===== src/cts_pkg.sv =====
// Purpose: Shared constants and types for the cascaded 16-bit timer
// Assumes: 25 MHz system clock drives the register bus and the timer
// Notes:   Registers except status are 8 bits wide and sit in the low byte of a word
package cts_pkg;

  // ----------------------------------------------------------------
  // Register map (byte addresses)
  // ----------------------------------------------------------------
  localparam logic [7:0] CTS_OFF_LOW_CTRL = 8'h00;
  localparam logic [7:0] CTS_OFF_HIGH_CTRL = 8'h04;
  localparam logic [7:0] CTS_OFF_PER_LOW = 8'h08;
  localparam logic [7:0] CTS_OFF_PER_HIGH = 8'h0C;
  localparam logic [7:0] CTS_OFF_WID_LOW = 8'h10;
  localparam logic [7:0] CTS_OFF_WID_HIGH = 8'h14;
  localparam logic [7:0] CTS_OFF_STATUS = 8'h18;

  localparam logic [7:0] CTS_RST_CTRL = 8'h00;
  localparam logic [7:0] CTS_RST_CMP = 8'h00;

  // ----------------------------------------------------------------
  // Mode and clock encodings
  // ----------------------------------------------------------------
  localparam logic [2:0] CTS_MODE_PPG = 3'h7;
  localparam logic [2:0] CTS_MODE_WARM = 3'h5;
  localparam logic [2:0] CTS_CLK_EXT = 3'h7;

  // Status word field positions
  localparam int CTS_ST_TOGGLE_POS = 16;
  localparam int CTS_ST_RUN_POS = 17;

  // ----------------------------------------------------------------
  // Timing
  // ----------------------------------------------------------------
  localparam int CTS_CLK_HZ = 25_000_000;
  localparam int CTS_LF_HZ = 32_768;
  localparam int CTS_LF_DIV = CTS_CLK_HZ / CTS_LF_HZ;
  localparam logic [9:0] CTS_LF_LAST = 10'(CTS_LF_DIV - 1);

  localparam logic [1:0] CTS_RESP_OKAY = 2'b00;
  localparam logic [1:0] CTS_RESP_SLVERR = 2'b10;

  // ----------------------------------------------------------------
  // Types
  // ----------------------------------------------------------------
  typedef struct packed {
    logic toggle_preset_low;
    logic [2:0] clk_sel;
    logic spare;
    logic [2:0] mode;
  } cts_low_ctrl_t;

  typedef struct packed {
    logic toggle_preset_high;
    logic [2:0] mode_hi;
    logic run_control;
    logic [2:0] mode;
  } cts_high_ctrl_t;

  // Register index decoded from a bus address
  typedef enum logic [2:0] {
    CTS_R_LOW_CTRL = 3'd0,
    CTS_R_HIGH_CTRL = 3'd1,
    CTS_R_PER_LOW = 3'd2,
    CTS_R_PER_HIGH = 3'd3,
    CTS_R_WID_LOW = 3'd4,
    CTS_R_WID_HIGH = 3'd5,
    CTS_R_STATUS = 3'd6,
    CTS_R_NONE = 3'd7
  } cts_reg_t;

  // Write channel states, Gray from WAIT through EXEC to RESP
  typedef enum logic [1:0] {
    CTS_W_WAIT = 2'b00,
    CTS_W_EXEC = 2'b01,
    CTS_W_RESP = 2'b11
  } cts_wst_t;

endpackage


===== src/cts_prescale.sv =====
// Purpose: Free-running divider giving one-cycle clock enables
// Assumes: mclk_in stands for the high-frequency clock
// Notes:   Index of tick_out equals the clock select code
`timescale 1ns/10ps
`default_nettype none
module cts_prescale
  import cts_pkg::*;
(
  // Clock and reset
  input wire logic mclk_in,
  input wire logic rst_n_in,
  // Enables, one per internal clock select code
  output logic [6:0] tick_out
);

  logic [10:0] div_r;
  logic [10:0] div_nxt;
  logic [9:0] lf_r;
  logic [9:0] lf_nxt;
  logic [6:0] tick_nxt;

  always_comb
  begin
    div_nxt = div_r + 11'h001;
    lf_nxt = (lf_r == CTS_LF_LAST) ? 10'h000 : lf_r + 10'h001;
    tick_nxt[0] = &div_r[10:0];
    tick_nxt[1] = &div_r[6:0];
    tick_nxt[2] = &div_r[4:0];
    tick_nxt[3] = &div_r[2:0];
    // Low-frequency clock approximated by an integer divide
    tick_nxt[4] = (lf_r == CTS_LF_LAST);
    tick_nxt[5] = div_r[0];
    tick_nxt[6] = 1'b1;
  end

  always_ff @(posedge mclk_in or negedge rst_n_in)
  begin
    if (!rst_n_in)
    begin
      div_r <= 11'h000;
      lf_r <= 10'h000;
      tick_out <= 7'h00;
    end
    else
    begin
      div_r <= div_nxt;
      lf_r <= lf_nxt;
      tick_out <= tick_nxt;
    end
  end

endmodule
`default_nettype wire


===== src/cts_sync.sv =====
// Purpose: Two-flop synchroniser for the external count pin
// Assumes: Pin level is asynchronous to mclk_in
// Notes:   Only the second flop is visible outside
`timescale 1ns/10ps
`default_nettype none
module cts_sync
  import cts_pkg::*;
(
  // Clock and reset
  input wire logic mclk_in,
  input wire logic rst_n_in,
  // Pin
  input wire logic pin_in,
  output logic pin_sync_out
);

  logic meta_r;
  logic sync_r;

  always_ff @(posedge mclk_in or negedge rst_n_in)
  begin
    if (!rst_n_in)
    begin
      meta_r <= 1'b0;
      sync_r <= 1'b0;
    end
    else
    begin
      meta_r <= pin_in;
      sync_r <= meta_r;
    end
  end

  assign pin_sync_out = sync_r;

endmodule
`default_nettype wire


===== src/cts_timer.sv =====
// Purpose: Cascaded 16-bit timer with pulse generator and warm-up modes
// Assumes: AXI4-Lite master keeps one write and one read in flight
// Notes:   Other cascade modes are decoded but leave the counter idle
//
// Implementation choices: the AXI4-Lite slave port and the address map.
`timescale 1ns/10ps
`default_nettype none

// Summary of operation
// Two stages count as one 16-bit up-counter
// Width match inverts toggle, counter keeps running
// Period match inverts toggle, clears, raises request
// External clock high/low at least two cycles
// Preset bit loads toggle; reset clears it
// Pulse pin is inverse of toggle
// Software writes low byte, then high byte
// Software sets shared port latch to one
// Compare registers take effect immediately
// Stopping holds pin; preset only after stop
// Bit 3 runs; clearing bit 7 stopped forces high
// 57h selects pulse mode, 5Fh also starts
// Warm-up mode cascades stages as 16-bit timer
// Software keeps preset bits zero in warm-up
// Warm-up compares only upper period byte
// Warm-up match clears counter and raises request
// Software enables slow oscillator before starting
// Software stops, selects slow clock, stops fast
// Software mirrors sequence for slow-to-fast switch
// Warm-up period spans 0100h to FF00h
// 05h warm-up; 43h slow, 63h fast source
// Request is one-cycle pulse with the clear
module cts_timer
  import cts_pkg::*;
(
  // Clock and reset
  input wire logic mclk_in,
  input wire logic rst_n_in,
  // AXI4-Lite write address and data
  input wire logic [7:0] s_axi_awaddr_in,
  input wire logic s_axi_awvalid_in,
  output logic s_axi_awready_out,
  input wire logic [31:0] s_axi_wdata_in,
  input wire logic [3:0] s_axi_wstrb_in,
  input wire logic s_axi_wvalid_in,
  output logic s_axi_wready_out,
  // AXI4-Lite write response
  output logic [1:0] s_axi_bresp_out,
  output logic s_axi_bvalid_out,
  input wire logic s_axi_bready_in,
  // AXI4-Lite read
  input wire logic [7:0] s_axi_araddr_in,
  input wire logic s_axi_arvalid_in,
  output logic s_axi_arready_out,
  output logic [31:0] s_axi_rdata_out,
  output logic [1:0] s_axi_rresp_out,
  output logic s_axi_rvalid_out,
  input wire logic s_axi_rready_in,
  // Timer pins
  input wire logic ext_count_pin_in,
  output logic pulse_out_n_out,
  output logic timer_match_irq_out
);

  // ----------------------------------------------------------------
  // Address decode
  // ----------------------------------------------------------------
  function automatic cts_reg_t cts_decode(input logic [7:0] addr);
    cts_reg_t idx;
    begin
      unique case (addr)
        CTS_OFF_LOW_CTRL: idx = CTS_R_LOW_CTRL;
        CTS_OFF_HIGH_CTRL: idx = CTS_R_HIGH_CTRL;
        CTS_OFF_PER_LOW: idx = CTS_R_PER_LOW;
        CTS_OFF_PER_HIGH: idx = CTS_R_PER_HIGH;
        CTS_OFF_WID_LOW: idx = CTS_R_WID_LOW;
        CTS_OFF_WID_HIGH: idx = CTS_R_WID_HIGH;
        CTS_OFF_STATUS: idx = CTS_R_STATUS;
        default: idx = CTS_R_NONE;
      endcase
      return idx;
    end
  endfunction

  // ----------------------------------------------------------------
  // Clock sources
  // ----------------------------------------------------------------
  logic [6:0] tick_vec;
  logic pin_sync;
  logic pin_prev_r;

  cts_prescale u_prescale (
    .mclk_in(mclk_in),
    .rst_n_in(rst_n_in),
    .tick_out(tick_vec)
  );

  cts_sync u_sync (
    .mclk_in(mclk_in),
    .rst_n_in(rst_n_in),
    .pin_in(ext_count_pin_in),
    .pin_sync_out(pin_sync)
  );

  always_ff @(posedge mclk_in or negedge rst_n_in)
  begin
    if (!rst_n_in)
    begin
      pin_prev_r <= 1'b0;
    end
    else
    begin
      pin_prev_r <= pin_sync;
    end
  end

  // ----------------------------------------------------------------
  // Bus write channel
  // ----------------------------------------------------------------
  cts_wst_t wst_r;
  cts_wst_t wst_nxt;
  logic aw_got_r;
  logic aw_got_nxt;
  logic w_got_r;
  logic w_got_nxt;
  logic [7:0] awaddr_r;
  logic [7:0] awaddr_nxt;
  logic [7:0] wdata_r;
  logic [7:0] wdata_nxt;
  logic wstrb_r;
  logic wstrb_nxt;
  logic awready_nxt;
  logic wready_nxt;
  logic bvalid_nxt;
  logic [1:0] bresp_nxt;
  logic wr_exec;
  cts_reg_t wr_idx;

  assign wr_exec = (wst_r == CTS_W_EXEC);
  assign wr_idx = cts_decode(awaddr_r);

  // Address and data may arrive in either order or together
  always_comb
  begin
    wst_nxt = wst_r;
    aw_got_nxt = aw_got_r;
    w_got_nxt = w_got_r;
    awaddr_nxt = awaddr_r;
    wdata_nxt = wdata_r;
    wstrb_nxt = wstrb_r;
    bvalid_nxt = s_axi_bvalid_out;
    bresp_nxt = s_axi_bresp_out;
    unique case (wst_r)
      CTS_W_WAIT:
      begin
        if (s_axi_awvalid_in && s_axi_awready_out)
        begin
          aw_got_nxt = 1'b1;
          awaddr_nxt = s_axi_awaddr_in;
        end
        if (s_axi_wvalid_in && s_axi_wready_out)
        begin
          w_got_nxt = 1'b1;
          wdata_nxt = s_axi_wdata_in[7:0];
          wstrb_nxt = s_axi_wstrb_in[0];
        end
        if (aw_got_nxt && w_got_nxt)
        begin
          wst_nxt = CTS_W_EXEC;
        end
      end
      CTS_W_EXEC:
      begin
        bvalid_nxt = 1'b1;
        bresp_nxt = (wr_idx == CTS_R_NONE) ? CTS_RESP_SLVERR
                                           : CTS_RESP_OKAY;
        wst_nxt = CTS_W_RESP;
      end
      CTS_W_RESP:
      begin
        if (s_axi_bready_in)
        begin
          bvalid_nxt = 1'b0;
          aw_got_nxt = 1'b0;
          w_got_nxt = 1'b0;
          wst_nxt = CTS_W_WAIT;
        end
      end
      default:
      begin
        wst_nxt = CTS_W_WAIT;
      end
    endcase
    awready_nxt = (wst_nxt == CTS_W_WAIT) && !aw_got_nxt;
    wready_nxt = (wst_nxt == CTS_W_WAIT) && !w_got_nxt;
  end

  always_ff @(posedge mclk_in or negedge rst_n_in)
  begin
    if (!rst_n_in)
    begin
      wst_r <= CTS_W_WAIT;
      aw_got_r <= 1'b0;
      w_got_r <= 1'b0;
      awaddr_r <= 8'h00;
      wdata_r <= 8'h00;
      wstrb_r <= 1'b0;
      s_axi_awready_out <= 1'b0;
      s_axi_wready_out <= 1'b0;
      s_axi_bvalid_out <= 1'b0;
      s_axi_bresp_out <= CTS_RESP_OKAY;
    end
    else
    begin
      wst_r <= wst_nxt;
      aw_got_r <= aw_got_nxt;
      w_got_r <= w_got_nxt;
      awaddr_r <= awaddr_nxt;
      wdata_r <= wdata_nxt;
      wstrb_r <= wstrb_nxt;
      s_axi_awready_out <= awready_nxt;
      s_axi_wready_out <= wready_nxt;
      s_axi_bvalid_out <= bvalid_nxt;
      s_axi_bresp_out <= bresp_nxt;
    end
  end

  // ----------------------------------------------------------------
  // Registers and counter
  // ----------------------------------------------------------------
  cts_low_ctrl_t low_stage_ctrl_r;
  cts_low_ctrl_t low_stage_ctrl_nxt;
  cts_high_ctrl_t high_stage_ctrl_r;
  cts_high_ctrl_t high_stage_ctrl_nxt;
  cts_high_ctrl_t hc_wr;
  logic [7:0] period_cmp_low_r;
  logic [7:0] period_cmp_low_nxt;
  logic [7:0] period_cmp_high_r;
  logic [7:0] period_cmp_high_nxt;
  logic [7:0] width_cmp_low_r;
  logic [7:0] width_cmp_low_nxt;
  logic [7:0] width_cmp_high_r;
  logic [7:0] width_cmp_high_nxt;
  logic [15:0] count_r;
  logic [15:0] count_nxt;
  logic [15:0] count_inc;
  logic toggle_flop_r;
  logic toggle_flop_nxt;
  logic irq_nxt;
  logic run;
  logic tick;
  logic wr_en;

  assign run = high_stage_ctrl_r.run_control;
  assign count_inc = count_r + 16'h0001;
  assign wr_en = wr_exec && wstrb_r;
  assign hc_wr = cts_high_ctrl_t'(wdata_r);

  // Source select lives in the low stage; pin counts falling edges
  always_comb
  begin
    if (low_stage_ctrl_r.clk_sel == CTS_CLK_EXT)
    begin
      tick = pin_prev_r && !pin_sync;
    end
    else
    begin
      tick = tick_vec[low_stage_ctrl_r.clk_sel];
    end
  end

  always_comb
  begin
    low_stage_ctrl_nxt = low_stage_ctrl_r;
    high_stage_ctrl_nxt = high_stage_ctrl_r;
    period_cmp_low_nxt = period_cmp_low_r;
    period_cmp_high_nxt = period_cmp_high_r;
    width_cmp_low_nxt = width_cmp_low_r;
    width_cmp_high_nxt = width_cmp_high_r;
    count_nxt = count_r;
    toggle_flop_nxt = toggle_flop_r;
    irq_nxt = 1'b0;
    // Compare values are used as written, no shadow copy
    if (wr_en)
    begin
      unique case (wr_idx)
        CTS_R_LOW_CTRL: low_stage_ctrl_nxt = cts_low_ctrl_t'(wdata_r);
        CTS_R_HIGH_CTRL: high_stage_ctrl_nxt = hc_wr;
        CTS_R_PER_LOW: period_cmp_low_nxt = wdata_r;
        CTS_R_PER_HIGH: period_cmp_high_nxt = wdata_r;
        CTS_R_WID_LOW: width_cmp_low_nxt = wdata_r;
        CTS_R_WID_HIGH: width_cmp_high_nxt = wdata_r;
        default:
        begin
        end
      endcase
    end
    if (!run)
    begin
      // A stopped counter restarts from zero
      count_nxt = 16'h0000;
    end
    else if (tick)
    begin
      if (high_stage_ctrl_r.mode == CTS_MODE_PPG)
      begin
        if (count_inc == {period_cmp_high_r, period_cmp_low_r})
        begin
          count_nxt = 16'h0000;
          toggle_flop_nxt = !toggle_flop_r;
          irq_nxt = 1'b1;
        end
        else if (count_inc == {width_cmp_high_r, width_cmp_low_r})
        begin
          count_nxt = count_inc;
          toggle_flop_nxt = !toggle_flop_r;
        end
        else
        begin
          count_nxt = count_inc;
        end
      end
      else if (high_stage_ctrl_r.mode == CTS_MODE_WARM)
      begin
        // Low period byte ignored, so the step is 256 counts
        if (count_inc[15:8] == period_cmp_high_r)
        begin
          count_nxt = 16'h0000;
          irq_nxt = 1'b1;
        end
        else
        begin
          count_nxt = count_inc;
        end
      end
    end
    // Preset only from a stopped timer; a stopping write keeps level
    if (wr_en && (wr_idx == CTS_R_HIGH_CTRL) && !run && !hc_wr.run_control)
    begin
      toggle_flop_nxt = hc_wr.toggle_preset_high;
    end
  end

  always_ff @(posedge mclk_in or negedge rst_n_in)
  begin
    if (!rst_n_in)
    begin
      low_stage_ctrl_r <= cts_low_ctrl_t'(CTS_RST_CTRL);
      high_stage_ctrl_r <= cts_high_ctrl_t'(CTS_RST_CTRL);
      period_cmp_low_r <= CTS_RST_CMP;
      period_cmp_high_r <= CTS_RST_CMP;
      width_cmp_low_r <= CTS_RST_CMP;
      width_cmp_high_r <= CTS_RST_CMP;
      count_r <= 16'h0000;
      toggle_flop_r <= 1'b0;
      pulse_out_n_out <= 1'b1;
      timer_match_irq_out <= 1'b0;
    end
    else
    begin
      low_stage_ctrl_r <= low_stage_ctrl_nxt;
      high_stage_ctrl_r <= high_stage_ctrl_nxt;
      period_cmp_low_r <= period_cmp_low_nxt;
      period_cmp_high_r <= period_cmp_high_nxt;
      width_cmp_low_r <= width_cmp_low_nxt;
      width_cmp_high_r <= width_cmp_high_nxt;
      count_r <= count_nxt;
      toggle_flop_r <= toggle_flop_nxt;
      pulse_out_n_out <= !toggle_flop_nxt;
      timer_match_irq_out <= irq_nxt;
    end
  end

  // ----------------------------------------------------------------
  // Bus read channel
  // ----------------------------------------------------------------
  logic arready_nxt;
  logic rvalid_nxt;
  logic [31:0] rdata_nxt;
  logic [1:0] rresp_nxt;
  logic [31:0] status_word;

  always_comb
  begin
    status_word = 32'h0000_0000;
    status_word[15:0] = count_r;
    status_word[CTS_ST_TOGGLE_POS] = toggle_flop_r;
    status_word[CTS_ST_RUN_POS] = run;
  end

  always_comb
  begin
    rvalid_nxt = s_axi_rvalid_out;
    rdata_nxt = s_axi_rdata_out;
    rresp_nxt = s_axi_rresp_out;
    if (s_axi_rvalid_out && s_axi_rready_in)
    begin
      rvalid_nxt = 1'b0;
    end
    if (s_axi_arvalid_in && s_axi_arready_out)
    begin
      rvalid_nxt = 1'b1;
      rresp_nxt = CTS_RESP_OKAY;
      unique case (cts_decode(s_axi_araddr_in))
        CTS_R_LOW_CTRL: rdata_nxt = {24'h00_0000, low_stage_ctrl_r};
        CTS_R_HIGH_CTRL: rdata_nxt = {24'h00_0000, high_stage_ctrl_r};
        CTS_R_PER_LOW: rdata_nxt = {24'h00_0000, period_cmp_low_r};
        CTS_R_PER_HIGH: rdata_nxt = {24'h00_0000, period_cmp_high_r};
        CTS_R_WID_LOW: rdata_nxt = {24'h00_0000, width_cmp_low_r};
        CTS_R_WID_HIGH: rdata_nxt = {24'h00_0000, width_cmp_high_r};
        CTS_R_STATUS: rdata_nxt = status_word;
        default:
        begin
          rdata_nxt = 32'h0000_0000;
          rresp_nxt = CTS_RESP_SLVERR;
        end
      endcase
    end
    arready_nxt = !rvalid_nxt;
  end

  always_ff @(posedge mclk_in or negedge rst_n_in)
  begin
    if (!rst_n_in)
    begin
      s_axi_arready_out <= 1'b0;
      s_axi_rvalid_out <= 1'b0;
      s_axi_rdata_out <= 32'h0000_0000;
      s_axi_rresp_out <= CTS_RESP_OKAY;
    end
    else
    begin
      s_axi_arready_out <= arready_nxt;
      s_axi_rvalid_out <= rvalid_nxt;
      s_axi_rdata_out <= rdata_nxt;
      s_axi_rresp_out <= rresp_nxt;
    end
  end

endmodule
`default_nettype wire


===== config.mk =====
export PLATFORM = sky130hd
export DESIGN_NAME = cts_timer
export DESIGN_NICKNAME = d
export VERILOG_FILES = /design/src/cts_pkg.sv /design/src/cts_prescale.sv /design/src/cts_sync.sv /design/src/cts_timer.sv
export SDC_FILE = /design/constraint.sdc
export NUM_CORES = 1
export LEC_CHECK = 0
export BUFFER_PORTS_ARGS = -buffer_cell sky130_fd_sc_hd__clkbuf_2
export CORE_UTILIZATION = 35
export DETAILED_ROUTE_END_ITERATION = 6
export GPL_TIMING_DRIVEN = 0
export PLACE_DENSITY = 0.64
export SLEW_MARGIN = 30
export SYNTH_ARGS = -nofsm -noshare
export SYNTH_HDL_FRONTEND = slang
export SYNTH_SLANG_ARGS = --single-unit

===== constraint.sdc =====
create_clock -name mclk_in -period 4.77 [get_ports mclk_in]
set_input_delay 0.2385 -clock mclk_in [delete_from_list [all_inputs] [get_ports mclk_in]]
set_output_delay 0.2385 -clock mclk_in [all_outputs]
set_load 0.02 [all_outputs]

# After elaboration in Yosys (flattened, before gate mapping)
# Cells that the tools add are included.
dict set report totals {
  mem_bits_ro 0
  elab_cells 161
  reg_bits 160
  latchBits 0
  n_memories 0
  input_bits 60
  output_inout_bits 43
  ram_bits 0
}
dict set report op_classes {
  multipliers 0
  magnitude_cmp 1
  n_div 0
  n_bitwise 0
  n_reduce_logical 42
  shifts 0
  addsub 3
  mux 43
  eq_ne 36
}
# operator n
set ops {}
lappend ops {{18-bit one-hot mux with 7 select lines} 1}
lappend ops {{16-bit 2-to-1 mux} 6}
lappend ops {{8-bit by 5-bit == test with 1-bit output, second input constant} 6}
lappend ops {{3-bit one-hot mux with 7 select lines} 2}
lappend ops {{16-bit == test} 2}
lappend ops {{8-bit by 4-bit == test with 1-bit output, second input constant} 4}
lappend ops {{3-bit == test, second input constant} 9}
lappend ops {{1-bit 2-to-1 mux} 23}
lappend ops {{2-bit AND reduction} 10}
lappend ops {{16-bit by 1-bit adder with 16-bit output, second input constant} 1}
lappend ops {{8-bit by 3-bit == test with 1-bit output, second input constant} 2}
lappend ops {{8-bit zero test} 2}
lappend ops {{3-bit by 2-bit == test with 1-bit output, second input constant} 4}
lappend ops {{1-bit logical AND} 12}
lappend ops {{11-bit by 1-bit adder with 11-bit output, second input constant} 1}
lappend ops {{11-bit AND reduction} 1}
lappend ops {{10-bit by 1-bit adder with 10-bit output, second input constant} 1}
lappend ops {{10-bit == test, second input constant} 1}
lappend ops {{10-bit 2-to-1 mux} 1}
lappend ops {{8-bit == test} 1}
lappend ops {{1-bit zero test} 8}
lappend ops {{2-bit 2-to-1 mux} 4}
lappend ops {{7-bit AND reduction} 1}
lappend ops {{7-bit OR reduction} 1}
lappend ops {{16 further kinds} 21}

# Logic depth before layout (Yosys ltp)
dict set report depth {
  depth_word 9
  ltp_mapped 11
  depth_no_buf 9
}

# By module
# Synthesis repeated with hierarchy kept, for this count alone.
dict set report hier_totals {
  hier_cells 688
  hier_area_um2 7542.2
}
# mod area_each_um2 n_inst cells_each
set by_module_without_submodules {}
lappend by_module_without_submodules {cts_timer 6363.6 1 590}
lappend by_module_without_submodules {cts_prescale 1128.6 1 96}
lappend by_module_without_submodules {cts_sync 50.0 1 2}

# Least setup slack after synthesis
# No wires, ideal clock.
dict set report synth_timing {
  kind {flip-flop to flip-flop}
  start {register count_r[1]}
  end {register count_r[7]}
  t_required_ns 4.644
  path_stages_with_launch 10
  path_slack_ns 2.106
  arrival_ns 2.538
  synth_period_minus_slack_ns 2.664
  cell_sequence {dfrtp_1 ha_1 nand3_1 nor2_2 mux2i_1 a221o_1 nor4_2 a31oi_4 buf_6 a221o_1}
}
dict set report synth_between {
  elab_chain_cells 7
  elab_cells_between_ends 9
  cone_classes {1 x add/sub; 2 x eq/ne; 6 x mux}
}
# element line
set synth_lines {}
lappend synth_lines {{from (decl)} cts_timer.sv:243} ;# logic [15:0] count_r;
lappend synth_lines {{from (signal assigned)} cts_timer.sv:366} ;# count_r <= count_nxt;
lappend synth_lines {{16-bit by 1-bit adder with 16-bit output (*)} cts_timer.sv:254} ;# assign count_inc = count_r + 16'h0001;
lappend synth_lines {{8-bit == test} cts_timer.sv:325} ;# if (count_inc[15:8] == period_cmp_high_r)
lappend synth_lines {{16-bit 2-to-1 mux} cts_timer.sv:325}
lappend synth_lines {{16-bit 2-to-1 mux} cts_timer.sv:322} ;# else if (high_stage_ctrl_r.mode == CTS_MODE_WARM)
lappend synth_lines {{16-bit 2-to-1 mux (*)} cts_timer.sv:304} ;# if (high_stage_ctrl_r.mode == CTS_MODE_PPG)
lappend synth_lines {{16-bit 2-to-1 mux (*)} cts_timer.sv:302} ;# else if (tick)
lappend synth_lines {{16-bit 2-to-1 mux (*)} cts_timer.sv:297} ;# if (!run)
# Every way passes the cells marked *; elsewhere a longest branch is shown, timed or not. The select of a mux whose other input is x is not followed.
# A chain may end at the register's enable or synchronous reset.

# Final worst setup path
dict set report layout_timing {
  start {register count_r[1]}
  end {register pulse_out_n_out}
}
dict set report layout_between {
  elab_chain_cells 9
  elab_cells_between_ends 10
  cone_classes {1 x add/sub; 2 x eq/ne; 6 x mux; 1 x reduce/logical}
}
# element line
set layout_lines {}
lappend layout_lines {{16-bit by 1-bit adder with 16-bit output (*)} cts_timer.sv:254}
lappend layout_lines {{16-bit == test} cts_timer.sv:312} ;# else if (count_inc == {width_cmp_high_r, width_cmp_low_r})
lappend layout_lines {{1-bit 2-to-1 mux} cts_timer.sv:312}
lappend layout_lines {{1-bit 2-to-1 mux (*)} cts_timer.sv:306} ;# if (count_inc == {period_cmp_high_r, period_cmp_low_r})
lappend layout_lines {{1-bit 2-to-1 mux (*)} cts_timer.sv:304}
lappend layout_lines {{1-bit 2-to-1 mux (*)} cts_timer.sv:302}
lappend layout_lines {{1-bit 2-to-1 mux (*)} cts_timer.sv:297}
lappend layout_lines {{1-bit 2-to-1 mux (*)} cts_timer.sv:337} ;# if (wr_en && (wr_idx == CTS_R_HIGH_CTRL) && !run && !hc_wr.run_control)
lappend layout_lines {{1-bit zero test (*)} cts_timer.sv:368} ;# pulse_out_n_out <= !toggle_flop_nxt;
lappend layout_lines {{to (signal assigned)} cts_timer.sv:368}
lappend layout_lines {{to (decl)} cts_timer.sv:60} ;# output logic pulse_out_n_out,
# Every way passes the cells marked *; elsewhere a longest branch is shown, timed or not.

==> results.toml <==
[status]
status = "finished, violations left"
violations = "design-rule violations"

[power_and_ir_drop]
powerDensity_nw_per_um2 = 410
p_leak_uw = 0.00410
vdd_drop_max_mv = 0.297
report.power.total_uw = 3580

[global_routing]
overflow = 0
grt-busiest-layer = "met2"
grt_use_met1 = 0.210
grt_pass1_vias = 5256
grt_pass1_wl_mm = 27.5
grt_max_degree = 83
antenna_found_initial = 0
grtUsageTotal = 0.163
use_met3 = 0.0370
grtUsageMet2 = 0.264

[floorplanning]
chipWidth_um = 148
num_rows = 52
pin_count = 103
core-area_sq_um = 20500
die_area_sq_um = 21800
die_y_um = 148
start_util = 0.362

[min_path]
hp-start = "s_axi_rready_in"
hold_class = "input pin to flop"
whs_endpoint = "s_axi_rvalid_out"
hold_depth = 2

[timing]
worst_pin_slew_ns = 0.987
finalSetupTns_ns = 0
max_slew_margin = 0.341
setup-violations-final = 0
setup_ws_ns = 1.54
slew_violations = 0
timing.final.crit_share = 0.678
period_minus_slack_ns = 3.23
fin_skew_ns = 0.0102
finalHoldViolCount = 0
grt_setup_unrepaired = "no"
fmax_mhz = 309

[worst_setup_path]
critPathKind = "flop to flop"
rr_endpoint = "pulse_out_n_out"
arrival_ns = 3.58
ff2ff_setup_slack_ns = 1.54
cp.required_ns = 5.12
worstSetupStartpointType = "flop"
cp-end-kind = "flop"
r2r_cells = 9
r2r-start = "count_r[1]"
crit_path_start = "count_r[1]"
critPathMaxFanout = 7

[logic_synthesis]
syn_avg_cell_area_sq_um = 11.3
synth_flop_cell = "dfrtp_1"
synthCells = 659
synthArstFlopShare = 1.00
synth_top_cell_by_area = "dfrtp_1"
yosysTopAreaCellShare = 0.482
synth_cell_type_count = 66
ys_ff_latch = 144
yosysSeqAreaShare = 0.486
yosys-top-cells-area = "dfrtp_1, mux2_2, xnor2_1"
syn-cell-area_sq_um = 7420
synth_edf_count = 0
yosys_warnings = 0

[finish]
area_delta_synth_final_pct = 17.7
n_antenna_cell = 0
layout-drive-gt1-share = 0.283
seq_area_sq_um = 3600
final_common_cell = "dfrtp_1"
mostFrequentLayoutCells = "dfrtp_1, mux2_2, clkbuf_2"
finalNetCount = 822
final_util = 0.426
final_cells = 1034
multiInputGateArea_sq_um = 3550
nFillCells = 1960

[cts]
cts-root-buf = "clkbuf_16"
clock-sinks = 144
hold_buffers = 2
numCtsBuffers = 17
post_cts_resized = 0
htree_levels = 4
clkLatencyLatePin_ns = 0.42
clkSlewWorstSetupHoldPaths_ns = 0.06
post_cts_buffers = 0
cts_max_path_buffers = 2
cts_tree = "yes"

[detailed_routing]
drtIter0Drc = 401
ant_nets = 0
dr.pass1.iters = 7
drt_drc_violations_left = 3
viasPerCell = 5.13
postRouteWirelength_mm = 16.7
num_vias = 5303
routedWlPerCell_um = 16.2

[job]
max_cap_viol_count = 0

[placed_design]
gp_congestion = 0.888
place_inst = 1001
dpl_worst_slack_ns = 1.57
io_buffer_count = 56
post-dp-hpwl_mm = 12.2
logic make-up (layout without fill, tap and decap cells):
group / Yosys count / after routing / share of synthesized area
adder cells (fa/ha/maj): 10 / 10 / 0.0169
other: 2 / 17 / 0.00101
AO/OA/AOI/OAI: 107 / 107 / 0.105
XOR/XNOR: 52 / 52 / 0.0634
flip-flops: 144 / 144 / 0.486
buffers and inverters: 65 / 155 / 0.0452
AND/OR/NAND/NOR: 185 / 185 / 0.136
multiplexers: 94 / 94 / 0.146
report_power, final:
part / switching [uW] / total, uW / internal, uW
combinational: 331 / 655 / 324
clock: 527 / 1300 / 774
sequential: 216 / 1620 / 1410
total: 1070 / 3580 / 2500
per-layer routing:
metal  up-vias  routed length, um
met2       136               8050
met1      2593               7590
li1       2551                  -
met3        23                767
met4         0                338
met5         -                  0
registers in the layout, indices dropped and copies added (netlist names), 10 cells and up, named ones only:
signal / flops
u_prescale.lf_r: 10
s_axi_rdata_out: 18
count_r: 16
u_prescale.div_r: 11
cell usage after synthesis (all sizes together), types with 8 or more instances:
cell      n
xor2     18
mux2     86
clkbuf   16
a22o     19
buf      32
nand2    47
nor3     10
o21ai    23
and3     12
nand4    11
a21oi    16
nand3    29
ha       10
inv      17
nor2     33
dfrtp   143
xnor2    33
nand3b    8
per-stage QoR:
step | hold WS [ns] | area, sq um
after global routing | 0.0199 | 8730
after CTS | 0.00233 | 8730
final | 0.0175 | 8730
after detailed placement | 0.283 | 8150
after floorplan | -0.0571 | 7480
after global placement | 0.333 | 8100
worst max-delay path, stage by stage (launching register included):
cell       delay (ns)
dfrtp_1          0.45
ha_1             0.31
nand3_1          0.30
nor2_2           0.39
nand4_1          0.28
xnor2_1          0.23
nand2_1          0.07
a2111oi_0        0.67
nor3_1           0.14
o31a_1           0.32
cell type report:
class                   count  share of cell area
plain buffers              48              0.0311
clock buffers              20              0.0500
clock inverters            11              0.0152
inverters                  17             0.00731
multi-input cells         465               0.407
flip-flops and latches    144               0.413
well taps                 270              0.0387
repair buffers             59              0.0385
worst max path at each step:
| stage | to | slack [ns] | cells after the start |
|---|---|---|---|
| finish | pulse_out_n_out | 1.54 | 9 |
| CTS | pulse_out_n_out | 1.56 | 10 |
| global placement | u_prescale.div_r[5] | 0.91 | 1 |
| floorplan | count_r[7] | 2.11 | 9 |
| detailed placement | pulse_out_n_out | 1.57 | 10 |
| global route | pulse_out_n_out | 1.36 | 10 |
Note: power is estimated with default switching activity, not from simulation.
